===== src/flash_erase_pkg.sv =====
package flash_erase_pkg;

  // ==========================================================
  // register offsets (byte addresses)
  // ==========================================================
  localparam logic [11:0] READY_OFS         = 12'h400;
  localparam logic [11:0] CONFIG_OFS        = 12'h504;
  localparam logic [11:0] PAGE_ERASE_OFS    = 12'h508;
  localparam logic [11:0] CHIP_ERASE_OFS    = 12'h50c;
  localparam logic [11:0] LEGACY_PAGE_OFS   = 12'h510;
  localparam logic [11:0] UCFG_ERASE_OFS    = 12'h514;
  localparam logic [11:0] PART_ADDR_OFS     = 12'h518;
  localparam logic [11:0] PART_LEN_OFS      = 12'h51c;

  // ==========================================================
  // fields and reset values
  // ==========================================================
  localparam int          MODE_W            = 2;
  localparam int          LEN_W             = 7;
  localparam int          TRIG_BIT          = 0;
  localparam int          READY_BIT         = 0;
  localparam logic [1:0]  MODE_RESET        = 2'h0;
  localparam logic [6:0]  LEN_RESET         = 7'h0a;
  localparam logic [31:0] ADDR_RESET        = 32'h0000_0000;

  // access mode codes
  localparam logic [1:0]  MODE_READ_ONLY    = 2'h0;
  localparam logic [1:0]  MODE_WRITE_EN     = 2'h1;
  localparam logic [1:0]  MODE_ERASE_EN     = 2'h2;

  // operation codes driven to the array
  localparam logic [2:0]  OP_NONE           = 3'h0;
  localparam logic [2:0]  OP_PROGRAM        = 3'h1;
  localparam logic [2:0]  OP_PAGE_WIPE      = 3'h2;
  localparam logic [2:0]  OP_UCFG_WIPE      = 3'h3;
  localparam logic [2:0]  OP_CHIP_WIPE      = 3'h4;
  localparam logic [2:0]  OP_PART_WIPE      = 3'h5;

  // axi responses
  localparam logic [1:0]  RESP_OKAY         = 2'h0;
  localparam logic [1:0]  RESP_SLVERR       = 2'h2;

  // ==========================================================
  // timing
  // ==========================================================
  localparam int          CLK_MHZ           = 250;
  localparam int          WORD_WRITE_US     = 41;
  localparam int          PAGE_WIPE_MS      = 85;
  localparam int          CHIP_WIPE_MS      = 169;
  localparam int          ACC_PERMILLE      = 1050;
  localparam int          MS_CYC            = CLK_MHZ * 1000;
  localparam int          WORD_WRITE_CYC    = WORD_WRITE_US * CLK_MHZ;
  localparam int          PAGE_WIPE_CYC     = PAGE_WIPE_MS * MS_CYC;
  localparam int          CHIP_WIPE_CYC     = CHIP_WIPE_MS * MS_CYC;

endpackage


===== src/op_timer.sv =====
`timescale 1ns/100ps
module op_timer
(
  input  wire logic        clk_sys,  // system clock
  input  wire logic        sys_rst,  // async reset
  input  wire logic        start,    // load and run
  input  wire logic [31:0] load,     // cycles to run
  output logic             busy,     // counting
  output logic             done      // last cycle pulse
);

  logic [31:0] count_ff;
  logic        busy_ff;
  logic        done_ff;

  // ==========================================================
  // down counter, done marks the last of load cycles
  // zero load runs one cycle
  // ==========================================================
  always_ff @(posedge clk_sys or posedge sys_rst)
  begin
    if (sys_rst)
    begin
      count_ff <= 32'h0;
      busy_ff  <= 1'b0;
      done_ff  <= 1'b0;
    end
    else if (start)
    begin
      count_ff <= (load == 32'h0) ? 32'h1 : load;
      busy_ff  <= (load > 32'h1);
      done_ff  <= (load <= 32'h1);
    end
    else if (busy_ff)
    begin
      count_ff <= count_ff - 32'h1;
      busy_ff  <= (count_ff > 32'h2);
      done_ff  <= (count_ff == 32'h2);
    end
    else
    begin
      done_ff <= 1'b0;
    end
  end

  assign busy = busy_ff;
  assign done = done_ff;

endmodule // op_timer


===== src/flash_erase_command_control.sv =====
// What this block does
// - chip trigger 1 wipes everything, 0 nothing
// - erases only start in erase-enabled mode
// - mode 0 read, 1 write, 2 erase
// - legacy register acts as page erase
// - config-area trigger 1 wipes it, 0 nothing
// - partial address write starts partial wipe
// - partial length 7-bit ms, reset ten
// - accumulated partials reaching full time count once
// - word program ends within 41 us, cpu held
// - page wipe ends within 85 ms
// - chip wipe ends within 169 ms
// - partial lasts length ms times up to 1.05
// - ready reads 0 busy, 1 idle
`timescale 1ns/100ps
module flash_erase_command_control
#(
  parameter int WRITE_CYC = flash_erase_pkg::WORD_WRITE_CYC,
  parameter int PAGE_CYC  = flash_erase_pkg::PAGE_WIPE_CYC,
  parameter int CHIP_CYC  = flash_erase_pkg::CHIP_WIPE_CYC,
  parameter int MS_CYCLES = flash_erase_pkg::MS_CYC
)
(
  input  wire logic        clk_sys,        // 250 MHz clock
  input  wire logic        sys_rst,        // async reset, high
  input  wire logic [11:0] awaddr,         // write address
  input  wire logic [2:0]  awprot,         // unused protection
  input  wire logic        awvalid,        // write address valid
  output logic             awready,        // write address ready
  input  wire logic [31:0] wdata,          // write data
  input  wire logic [3:0]  wstrb,          // byte strobes
  input  wire logic        wvalid,         // write data valid
  output logic             wready,         // write data ready
  output logic [1:0]       bresp,          // write response
  output logic             bvalid,         // write response valid
  input  wire logic        bready,         // write response ready
  input  wire logic [11:0] araddr,         // read address
  input  wire logic [2:0]  arprot,         // unused protection
  input  wire logic        arvalid,        // read address valid
  output logic             arready,        // read address ready
  output logic [31:0]      rdata,          // read data
  output logic [1:0]       rresp,          // read response
  output logic             rvalid,         // read data valid
  input  wire logic        rready,         // read data ready
  input  wire logic        prog_req,       // word program request
  input  wire logic [31:0] prog_addr,      // word address
  input  wire logic [31:0] prog_data,      // word value
  output logic             prog_done,      // program finished
  output logic             prog_refused,   // program not allowed
  output logic             cpu_hold,       // processor held off
  output logic [2:0]       array_op,       // running operation
  output logic [31:0]      array_addr,     // target address
  output logic [31:0]      array_wdata,    // word to program
  output logic             page_erased     // partials made a wipe
);
  import flash_erase_pkg::*;

  typedef enum logic [5:0] {
    ST_IDLE = 6'b000001,
    ST_PROG = 6'b000010,
    ST_PAGE = 6'b000100,
    ST_UCFG = 6'b001000,
    ST_CHIP = 6'b010000,
    ST_PART = 6'b100000
  } op_state_e;

  op_state_e   state_ff;
  op_state_e   nxt_state;
  logic        aw_held_ff;
  logic        w_held_ff;
  logic [11:0] wr_addr_ff;
  logic [31:0] wr_data_ff;
  logic [3:0]  wr_strb_ff;
  logic        awready_ff;
  logic        wready_ff;
  logic        bvalid_ff;
  logic [1:0]  bresp_ff;
  logic        arready_ff;
  logic        rvalid_ff;
  logic [31:0] rdata_ff;
  logic [1:0]  rresp_ff;
  logic [1:0]  mode_ff;
  logic [6:0]  part_len_ff;
  logic        ready_ff;
  logic [7:0]  part_acc_ff;
  logic [31:0] part_page_ff;
  logic        part_seen_ff;
  logic        prog_done_ff;
  logic        prog_refused_ff;
  logic        cpu_hold_ff;
  logic [2:0]  array_op_ff;
  logic [31:0] array_addr_ff;
  logic [31:0] array_wdata_ff;
  logic        page_erased_ff;
  logic [31:0] wr_masked;
  logic        wr_fire;
  logic        wr_mapped;
  logic        rd_mapped;
  logic        idle;
  logic        erase_ok;
  logic        go_page;
  logic        go_ucfg;
  logic        go_chip;
  logic        go_part;
  logic        go_prog;
  logic        tmr_start;
  logic [31:0] tmr_load;
  logic        tmr_busy;
  logic        tmr_done;
  logic [31:0] part_cyc;
  logic [7:0]  acc_sum;

  // ==========================================================
  // write channel capture, either order
  // ==========================================================
  assign wr_fire = aw_held_ff && w_held_ff && !bvalid_ff;

  generate
    for (genvar lane = 0; lane < 4; lane++)
    begin : g_lane
      assign wr_masked[lane*8 +: 8] =
        wr_strb_ff[lane] ? wr_data_ff[lane*8 +: 8] : 8'h00;
    end
  endgenerate

  always_ff @(posedge clk_sys or posedge sys_rst)
  begin
    if (sys_rst)
    begin
      aw_held_ff <= 1'b0;
      awready_ff <= 1'b0;
      wr_addr_ff <= 12'h0;
    end
    else if (awvalid && awready_ff)
    begin
      aw_held_ff <= 1'b1;
      awready_ff <= 1'b0;
      wr_addr_ff <= awaddr;
    end
    else if (bvalid_ff && bready)
    begin
      aw_held_ff <= 1'b0;
      awready_ff <= 1'b1;
    end
    else
    begin
      awready_ff <= !aw_held_ff && !bvalid_ff;
    end
  end

  always_ff @(posedge clk_sys or posedge sys_rst)
  begin
    if (sys_rst)
    begin
      w_held_ff  <= 1'b0;
      wready_ff  <= 1'b0;
      wr_data_ff <= 32'h0;
      wr_strb_ff <= 4'h0;
    end
    else if (wvalid && wready_ff)
    begin
      w_held_ff  <= 1'b1;
      wready_ff  <= 1'b0;
      wr_data_ff <= wdata;
      wr_strb_ff <= wstrb;
    end
    else if (bvalid_ff && bready)
    begin
      w_held_ff <= 1'b0;
      wready_ff <= 1'b1;
    end
    else
    begin
      wready_ff <= !w_held_ff && !bvalid_ff;
    end
  end

  always_comb
  begin
    unique case (wr_addr_ff)
      CONFIG_OFS, PAGE_ERASE_OFS, CHIP_ERASE_OFS, LEGACY_PAGE_OFS,
      UCFG_ERASE_OFS, PART_ADDR_OFS, PART_LEN_OFS: wr_mapped = 1'b1;
      default:                                     wr_mapped = 1'b0;
    endcase
  end

  always_ff @(posedge clk_sys or posedge sys_rst)
  begin
    if (sys_rst)
    begin
      bvalid_ff <= 1'b0;
      bresp_ff  <= RESP_OKAY;
    end
    else if (wr_fire)
    begin
      bvalid_ff <= 1'b1;
      bresp_ff  <= wr_mapped ? RESP_OKAY : RESP_SLVERR;
    end
    else if (bready)
    begin
      bvalid_ff <= 1'b0;
    end
  end

  // ==========================================================
  // configuration registers
  // ==========================================================
  always_ff @(posedge clk_sys or posedge sys_rst)
  begin
    if (sys_rst)
      mode_ff <= MODE_RESET;
    else if (wr_fire && wr_addr_ff == CONFIG_OFS)
      mode_ff <= wr_masked[MODE_W-1:0];
  end

  always_ff @(posedge clk_sys or posedge sys_rst)
  begin
    if (sys_rst)
      part_len_ff <= LEN_RESET;
    else if (wr_fire && wr_addr_ff == PART_LEN_OFS && wr_strb_ff[0])
      part_len_ff <= wr_masked[LEN_W-1:0];
  end

  // ==========================================================
  // command decode, ignored while busy
  // ==========================================================
  assign idle     = (state_ff == ST_IDLE);
  assign erase_ok = idle && (mode_ff == MODE_ERASE_EN);
  assign go_page  = erase_ok && wr_fire &&
                    (wr_addr_ff == PAGE_ERASE_OFS ||
                     wr_addr_ff == LEGACY_PAGE_OFS);
  assign go_chip  = erase_ok && wr_fire &&
                    wr_addr_ff == CHIP_ERASE_OFS &&
                    wr_masked[TRIG_BIT];
  assign go_ucfg  = erase_ok && wr_fire &&
                    wr_addr_ff == UCFG_ERASE_OFS &&
                    wr_masked[TRIG_BIT];
  assign go_part  = erase_ok && wr_fire &&
                    wr_addr_ff == PART_ADDR_OFS;
  assign go_prog  = idle && prog_req && !prog_done_ff &&
                    (mode_ff == MODE_WRITE_EN) && !wr_fire;

  always_comb
  begin
    nxt_state = state_ff;
    unique case (state_ff)
      ST_IDLE:
      begin
        if (go_chip)
          nxt_state = ST_CHIP;
        else if (go_ucfg)
          nxt_state = ST_UCFG;
        else if (go_page)
          nxt_state = ST_PAGE;
        else if (go_part)
          nxt_state = ST_PART;
        else if (go_prog)
          nxt_state = ST_PROG;
      end
      ST_PROG, ST_PAGE, ST_UCFG, ST_CHIP, ST_PART:
      begin
        if (tmr_done)
          nxt_state = ST_IDLE;
      end
      default:
        nxt_state = ST_IDLE;
    endcase
  end

  always_ff @(posedge clk_sys or posedge sys_rst)
  begin
    if (sys_rst)
      state_ff <= ST_IDLE;
    else
      state_ff <= nxt_state;
  end

  // ==========================================================
  // operation timing
  // ==========================================================
  assign part_cyc  = 32'(part_len_ff) * 32'(MS_CYCLES);
  assign tmr_start = idle && (nxt_state != ST_IDLE);

  always_comb
  begin
    unique case (nxt_state)
      ST_PROG: tmr_load = 32'(WRITE_CYC);
      ST_CHIP: tmr_load = 32'(CHIP_CYC);
      ST_PART: tmr_load = part_cyc;
      default: tmr_load = 32'(PAGE_CYC);
    endcase
  end

  op_timer u_timer
  (
    .clk_sys (clk_sys),
    .sys_rst (sys_rst),
    .start   (tmr_start),
    .load    (tmr_load),
    .busy    (tmr_busy),
    .done    (tmr_done)
  );

  // ==========================================================
  // array side and status
  // ==========================================================
  always_ff @(posedge clk_sys or posedge sys_rst)
  begin
    if (sys_rst)
    begin
      array_op_ff    <= OP_NONE;
      array_addr_ff  <= ADDR_RESET;
      array_wdata_ff <= 32'h0;
      ready_ff       <= 1'b1;
      cpu_hold_ff    <= 1'b0;
    end
    else if (tmr_start)
    begin
      ready_ff    <= 1'b0;
      cpu_hold_ff <= (nxt_state == ST_PROG);
      unique case (nxt_state)
        ST_PROG:
        begin
          array_op_ff    <= OP_PROGRAM;
          array_addr_ff  <= prog_addr;
          array_wdata_ff <= prog_data;
        end
        ST_CHIP: array_op_ff <= OP_CHIP_WIPE;
        ST_UCFG: array_op_ff <= OP_UCFG_WIPE;
        ST_PART:
        begin
          array_op_ff   <= OP_PART_WIPE;
          array_addr_ff <= wr_data_ff;
        end
        default:
        begin
          array_op_ff   <= OP_PAGE_WIPE;
          array_addr_ff <= wr_data_ff;
        end
      endcase
    end
    else if (tmr_done)
    begin
      array_op_ff <= OP_NONE;
      ready_ff    <= 1'b1;
      cpu_hold_ff <= 1'b0;
    end
  end

  always_ff @(posedge clk_sys or posedge sys_rst)
  begin
    if (sys_rst)
    begin
      prog_done_ff    <= 1'b0;
      prog_refused_ff <= 1'b0;
    end
    else
    begin
      prog_done_ff    <= tmr_done && (state_ff == ST_PROG);
      prog_refused_ff <= idle && prog_req && !prog_done_ff &&
                         !prog_refused_ff &&
                         (mode_ff != MODE_WRITE_EN);
    end
  end

  // ==========================================================
  // partial wipe accumulation per page
  // ==========================================================
  assign acc_sum = part_acc_ff + 8'(part_len_ff);

  always_ff @(posedge clk_sys or posedge sys_rst)
  begin
    if (sys_rst)
    begin
      part_acc_ff    <= 8'h0;
      part_page_ff   <= ADDR_RESET;
      part_seen_ff   <= 1'b0;
      page_erased_ff <= 1'b0;
    end
    else
    begin
      page_erased_ff <= 1'b0;
      if (tmr_done && state_ff == ST_PART)
      begin
        if (acc_sum >= 8'(PAGE_WIPE_MS))
        begin
          part_acc_ff    <= 8'h0;
          page_erased_ff <= 1'b1;
        end
        else
          part_acc_ff <= acc_sum;
      end
      else if (tmr_start && nxt_state == ST_PART &&
               (!part_seen_ff || wr_data_ff != part_page_ff))
      begin
        part_acc_ff  <= 8'h0;
        part_page_ff <= wr_data_ff;
        part_seen_ff <= 1'b1;
      end
      else if (tmr_start && !(nxt_state inside {ST_PROG, ST_PART}))
        part_seen_ff <= 1'b0;
    end
  end

  // ==========================================================
  // read channel
  // ==========================================================
  always_comb
  begin
    unique case (araddr)
      READY_OFS, CONFIG_OFS, PAGE_ERASE_OFS, CHIP_ERASE_OFS,
      LEGACY_PAGE_OFS, UCFG_ERASE_OFS, PART_ADDR_OFS,
      PART_LEN_OFS: rd_mapped = 1'b1;
      default:      rd_mapped = 1'b0;
    endcase
  end

  always_ff @(posedge clk_sys or posedge sys_rst)
  begin
    if (sys_rst)
    begin
      arready_ff <= 1'b0;
      rvalid_ff  <= 1'b0;
      rdata_ff   <= 32'h0;
      rresp_ff   <= RESP_OKAY;
    end
    else if (arvalid && arready_ff)
    begin
      arready_ff <= 1'b0;
      rvalid_ff  <= 1'b1;
      rresp_ff   <= rd_mapped ? RESP_OKAY : RESP_SLVERR;
      unique case (araddr)
        READY_OFS:    rdata_ff <= {31'h0, ready_ff};
        CONFIG_OFS:   rdata_ff <= {30'h0, mode_ff};
        PART_LEN_OFS: rdata_ff <= {25'h0, part_len_ff};
        default:      rdata_ff <= 32'h0;
      endcase
    end
    else if (rvalid_ff && rready)
    begin
      rvalid_ff  <= 1'b0;
      arready_ff <= 1'b1;
    end
    else
    begin
      arready_ff <= !rvalid_ff;
    end
  end

  assign awready      = awready_ff;
  assign wready       = wready_ff;
  assign bvalid       = bvalid_ff;
  assign bresp        = bresp_ff;
  assign arready      = arready_ff;
  assign rvalid       = rvalid_ff;
  assign rdata        = rdata_ff;
  assign rresp        = rresp_ff;
  assign prog_done    = prog_done_ff;
  assign prog_refused = prog_refused_ff;
  assign cpu_hold     = cpu_hold_ff;
  assign array_op     = array_op_ff;
  assign array_addr   = array_addr_ff;
  assign array_wdata  = array_wdata_ff;
  assign page_erased  = page_erased_ff;

  logic [31:0] op_age_ff;
  logic [31:0] part_lim;

  always_ff @(posedge clk_sys or posedge sys_rst)
  begin
    if (sys_rst)
      op_age_ff <= 32'h0;
    else if (tmr_start)
      op_age_ff <= 32'h1;
    else if (!idle)
      op_age_ff <= op_age_ff + 32'h1;
  end

  assign part_lim = 32'((64'(part_cyc) * 64'(ACC_PERMILLE)) / 64'd1000);
endmodule // flash_erase_command_control


===== config.mk =====
export PLATFORM = sky130hd
export DESIGN_NAME = flash_erase_command_control
export DESIGN_NICKNAME = d
export VERILOG_FILES = /design/src/flash_erase_pkg.sv /design/src/op_timer.sv /design/src/flash_erase_command_control.sv
export SDC_FILE = /design/constraint.sdc
export NUM_CORES = 1
export LEC_CHECK = 0
export BUFFER_PORTS_ARGS = -buffer_cell sky130_fd_sc_hd__buf_2
export CORE_AREA = 2 2 190 192
export CTS_CLUSTER_DIAMETER = 100
export DETAILED_ROUTE_END_ITERATION = 7
export DIE_AREA = 0 0 192 194
export GPL_ROUTABILITY_DRIVEN = 0
export PLACE_DENSITY = 0.59
export SETUP_SLACK_MARGIN = 0.5
export SLEW_MARGIN = 20
export SYNTH_ARGS = -nofsm -noshare
export SYNTH_HDL_FRONTEND = slang
export SYNTH_SLANG_ARGS = --single-unit

===== constraint.sdc =====
create_clock -name clk_sys -period 18.45 [get_ports clk_sys]
set_input_delay 3.69 -clock clk_sys [delete_from_list [all_inputs] [get_ports clk_sys]]
set_output_delay 3.69 -clock clk_sys [all_outputs]
set_load 0.005 [all_outputs]

==> results of run 1 <==
## metrics by stage
stage	total power (W)	setup slack, ps	cell area, sq um	util, %	hold WS (ps)
after CTS	0.00146	12450	14600	41.4	436
after global routing	0.00152	12160	14600	41.4	451
after floorplan	0.000813	8660	12300	-	433
after global placement	0.000899	11840	13700	38.8	422
final	0.00144	12480	14600	41.4	428
after detailed placement	0.000908	11910	13700	38.8	425
## worst max-delay path, stage by stage
cell       delay [ps]
buf_2              70
nor2b_1           340
nand4_1           220
nor3_2            350
buf_4             440
nor4_1            220
a2111oi_0         440
and4_1            240
nand4b_1          160
a21boi_1          190
## placed cells by master (no fill, tap or decap), types with 6 or more instances in the layout
cell / n
dfrtp_1: 219
buf_2: 213
nand2_1: 197
mux2_2: 75
o21ai_0: 75
nor2_1: 64
ha_1: 57
xor2_1: 47
inv_1: 45
mux2i_1: 34
xnor2_1: 30
a21oi_1: 28
conb_1: 27
nor3_1: 26
clkbuf_16: 26
nor4_1: 21
nand3_1: 16
fa_1: 13
nand4_1: 12
or3_1: 12
and2_1: 11
a31oi_1: 10
buf_4: 10
o31ai_1: 8
a22o_1: 7
nor3b_1: 6
a211oi_1: 6
a21o_1: 6
clkbuf_8: 6
## worst paths after layout
check                           slack, ps             end      startpoint
worst max-delay path                12480    u_timer.busy        prog_req
worst min-delay path                  430    prog_refused    prog_refused
worst max register to register      13340    u_timer.busy  part_len_ff[1]
worst min register to register        430    prog_refused    prog_refused
max in group asynchronous           13140  array_wdata[8]         sys_rst
min in group asynchronous            3260   array_addr[3]         sys_rst
## cells by family after synthesis
kind of cell	synth area share [%]
other	0.0308
DFF	45.8
xor gates and xnor gates	5.53
AOI/OAI and AO/OA	10.2
muxes	9.72
and+or+nand+nor	16.1
adders and majority gates	7.99
buffers and inverters	4.57
## sequential cells by signal (all words and copies together), names as in the netlist, 2 cells and up
register and cells:
array_addr 32, array_wdata 32, part_page_ff 32, u_timer.count_ff 32
wr_data_ff 32, wr_addr_ff 12, part_acc_ff 8, part_len_ff 7
rdata 7, state_ff 6, array_op 3, mode_ff 2
## report_power, final
| group | switching [W] | internal [W] | total (W) |
|---|---|---|---|
| registers | 0.0000930 | 0.000567 | 0.000660 |
| clock network | 0.000208 | 0.000338 | 0.000546 |
| logic | 0.000112 | 0.000122 | 0.000235 |
| total | 0.000413 | 0.00103 | 0.00144 |
## routing by layer
layer	vias up	share of wire (%)
li1	4566	-
met5	-	0.22
met2	206	48
met4	12	2.3
met1	4557	43
met3	64	6.0
## final cells by class
cell class,instances,area (sq um)
multi-input cells,885,6190
clock buffers,35,744
well taps,461,577
fillers,3489,20600
diodes,3,7.51
clock inverters,11,171
flip-flops and latches,223,5590
repair buffers,223,1140
inverters,46,180
==> metrics.yaml, run 1 <==
grt_setup_unrepaired: "false"
postRouteAntennaNets: 0
crit_path_max_fanout: 39
required_ps: 18860
ys_seq_elements: 223
met2_usage_pct: 28.1
worst_slew_pin_slew_ps: 967
placementRows: 69
use_met3_pct: 4.02
synth_edf_count: 0
cts-root-buf: "clkbuf_16"
instances_no_fill: 1887
finalSetupTns_ps: 0
synth-main-ff-cell: "dfrtp_1"
grt_pass1_vias: 9461
tritoncts: "done"
status: "finished, final reports clean"
whs_path_depth: 1
cts_made_buffers: 26
htree_num_levels: 1
finalCriticalPeriod_ps: 5970
dr.pass1.iters: 4
clock_latency_ps: 550
grt_overflow: 0
synth_warnings: 0
grt_util_all_layers_pct: 16.7
grt_max_degree: 103
finalCritPeriodShare_pct: 32.3
finalSetupViolCount: 0
drc: 0
hold_viol_final: 0
antenna_found_initial: 9
max_freq_mhz: 168
synth-async-reset-ratio_pct: 100
die_w_um: 192
postCtsSetupBuffers: 0
die_y_um: 194
met1_usage_pct: 21.6
reg2reg_depth: 15
syn_inst: 1200
grt-busiest-layer: "met2"
hpwlAfterDp_um: 22600
hp-class: "reg2reg"
slew_headroom_pct: 35.5
yosysTopAreaCell: "dfrtp_1"
hold_buffers: 0
leakage_nw: 7.48
drive_gt1_share_pct: 25.7
synth.area.top_cells: "dfrtp_1, mux2_2, nand2_1"
yosysSeqAreaShare_pct: 45.8
netlist_area_sq_um: 12200
synth_top_area_share_pct: 45.0
slew_violations: 0
start_kind: "input pin"
cts_sinks: 223
path_class: "in2reg"
die_area_sq_um: 37200
end_kind: "flip-flop"
synth_common_cells: "dfrtp_1, nand2_1, mux2_2, o21ai_0, nor2_1"
clk_pin_slew_worst_paths_ps: 60
grt_pass1_wl_um: 50500
dpl.cell_count: 1838
io_buffer_count: 213
postCtsResizedCells: 0
final_nets: 1613
syn_to_final_growth_pct: 19.7
synth.avg_cell_area_sq_um: 10.2
finClkSkew_ps: 16.7
first_iter_violations: 475
synth_cell_types: 76
ctsLongestPathBuffers: 3
initial_core_util_pct: 34.6
route.detailed.wl_per_inst_um: 16.5
maxCapViolations: 0
power_density_nw_per_um2: 98.7
io-pin-count: 250
routed_wirelength_um: 31100
num_vias: 9405
irDropWorstVdd_uv: 71.7
vias_per_cell: 4.98
arrival_ps: 6370
yosys.cell_count.top_type: "dfrtp_1"
core_sq_um: 35200
(Power assumes the default switching activity.)
==> run 2, diff against run 1 <==
--- a/config.mk
+++ b/config.mk
@@ -11,7 +11,7 @@
 export DETAILED_ROUTE_END_ITERATION = 7
 export DIE_AREA = 0 0 192 194
 export GPL_ROUTABILITY_DRIVEN = 0
-export PLACE_DENSITY = 0.59
+export PLACE_DENSITY = 0.61
 export SETUP_SLACK_MARGIN = 0.5
 export SLEW_MARGIN = 20
 export SYNTH_ARGS = -nofsm -noshare
==> constraint.sdc (replaced) <==
create_clock -name clk_sys -period 5 [get_ports clk_sys]
set_input_delay 1 -clock clk_sys [delete_from_list [all_inputs] [get_ports clk_sys]]
set_output_delay 1 -clock clk_sys [all_outputs]
set_load 0.005 [all_outputs]
==> run 2 against run 1 <==
  * Critical path depth grew 3
  * Die area is the same
  * Global-route usage rose by 0.30 points
  * Core utilization is 0.86 points higher
  * Combinational power grew to 3.7 times the previous value
  * Clock power grew to 3.7 times the previous value
  * Non-clock buffer count rose by 21
  * Wire length up 2.3%
  * Largest cell class unchanged
  * Critical endpoint unchanged
==> metrics.yaml, run 2 (synthesis results as in run 1) <==
io-pin-count: 250  # unchanged
n_fill_cell: 3454  # -1.0%
grt_pass1_vias: 9661  # +2.1%
grt_util_all_layers_pct: 17.0  # +0.30 points
grt_max_degree: 103  # unchanged
clk_pin_slew_worst_paths_ps: 60  # about the same
placementRows: 69  # unchanged
cts_made_buffers: 26  # unchanged
finalSetupTns_ps: 0  # unchanged
grt_pass1_wl_um: 51000  # +1.1%
hold_viol_final: 0  # unchanged
post-place-ws_ps: 260  # -11650 ps
multi_input_comb_area_sq_um: 6310  # +1.9%
rr_startpoint: "part_len_ff[4]"
hpwlAfterDp_um: 23000  # +2.1%
end_kind: "flip-flop"
worst_slew_pin_slew_ps: 956  # -11.3 ps
hp-class: "reg2reg"
num_vias: 9588  # +1.9%
core_sq_um: 35200  # unchanged
initial_core_util_pct: 34.6  # unchanged
maxCapViolations: 0  # unchanged
htree_num_levels: 1  # unchanged
instances_no_fill: 1909  # +1.2%
reg2reg_slack_ps: 620  # -12720 ps
die_y_um: 194  # unchanged
hold-worst-slack_ps: 433  # +5.05 ps
startpoint: "part_len_ff[4]"
tritoncts: "done"
cts_sinks: 223  # unchanged
hold_buffers: 0  # unchanged
required_ps: 5420  # -13440 ps
final_nets: 1634  # +1.3%
final_util_pct: 42.3  # +0.86 points
critPathCapture: "u_timer.busy"
reg2reg_depth: 13  # -2
power_density_nw_per_um2: 357  # +260%
start_kind: "flip-flop"
arrival_ps: 4800  # -1570 ps
max_freq_mhz: 228
grt_setup_unrepaired: "true"
vias_per_cell: 5.02  # +0.77%
layout_commonest_cell: "dfrtp_1"
postRouteAntennaNets: 0  # unchanged
clock_latency_ps: 540  # about the same
irDropWorstVdd_uv: 245  # +240%
rr_endpoint: "u_timer.busy"
final_cell_mix: "dfrtp_1, buf_2, nand2_1, mux2_2, o21ai_0"
slew_violations: 0  # unchanged
routed_wirelength_um: 31800  # +2.3%
finalWorstSetupSlack_ps: 617  # -11870 ps
antenna_found_initial: 8  # -1
first_iter_violations: 473  # -0.42%
drive_gt1_share_pct: 28.1  # +2.5 points
slew_headroom_pct: 35.7  # +0.17 points
seq_area_sq_um: 5590  # about the same
path_class: "reg2reg"
syn_to_final_growth_pct: 22.2
die_w_um: 192  # unchanged
finalCritPeriodShare_pct: 87.7
finClkSkew_ps: 8.33  # -8.35 ps
cts-root-buf: "clkbuf_16"
finalSetupViolCount: 0  # unchanged
finalCriticalPeriod_ps: 4380
die_area_sq_um: 37200  # unchanged
dr.pass1.iters: 5  # +1
crit_path_max_fanout: 7  # -82%
status: "finished, final reports clean"
route.detailed.wl_per_inst_um: 16.7  # +1.1%
dpl.cell_count: 1850  # +0.65%
drc: 0  # unchanged
grt_overflow: 0  # unchanged
ctsLongestPathBuffers: 3  # unchanged
leakage_nw: 7.59  # +1.5%
io_buffer_count: 213  # unchanged
-- run 2: cell count changes in the layout (fill, tap and decap cells not counted), moves of 3 or more --
| cell | change |
|---|---|
| buf_4 | +19 |
| ha_1 | -4 |
| clkbuf_8 | +3 |
| clkinv_2 | +3 |
-- run 2: power breakdown --
group,switching (W),internal [W]
combinational,0.000416,0.000460
sequential,0.000349,0.00209
clock,0.000768,0.00124
total,0.00153,0.00379
-- run 2: worst min path at each step --
stage / endpoint / from / slack [ps] / cells past startpoint
6_report: prog_refused / prog_refused / 430 / 1
5_1_grt: array_addr[7] / sys_rst / 450 / 2
4_1_cts: prog_refused / prog_refused / 440 / 1
3_5_place_dp: prog_refused / prog_refused / 430 / 1
3_3_place_gp: prog_refused / prog_refused / 420 / 1
2_1_floorplan: prog_refused / prog_refused / 430 / 1
-- run 2: repair_timing --
action	4_1_cts	5_1_grt
pin swaps	3	11
gates cloned	0	0
setup endpoints to repair	4	3
gates resized for setup	11	15
setup buffers	1	7
-- run 2: worst max-delay path, stage by stage (launching register included) --
cell and delay [ps]:
dfrtp_2 460, fa_1 580, inv_1 60, fa_1 490, inv_1 50, fa_1 450, ha_1 320, ha_2 230
or3_1 390, o311a_1 360, a221oi_2 260, and4_1 230, nand4b_1 180, a21boi_2 210
-- run 2: per-stage QoR --
stage,cell area [sq um],total power [W]
after global routing,14900,0.00563
after floorplan,12300,0.00300
after CTS,14800,0.00541
final,14900,0.00532
after detailed placement,13800,0.00337
after global placement,13800,0.00333
-- run 2: metal layers --
layer	global-route usage, %	wire [um]	vias up
li1	-	-	4612
met1	21.1	13200	4633
met2	28.7	15400	251
met3	4.51	2130	80
met4	5.65	1010	12
met5	0	66	-
-- run 2: final cells by class --
cell class,instances,share of cell area [%]
sequential,223,37.5
multi-input combinational,885,42.3
clock inverter,11,0.949
inverter,46,1.18
tap,461,3.87
timing repair buffer,244,8.88
clock buffer,37,5.25
antenna,2,0.0336
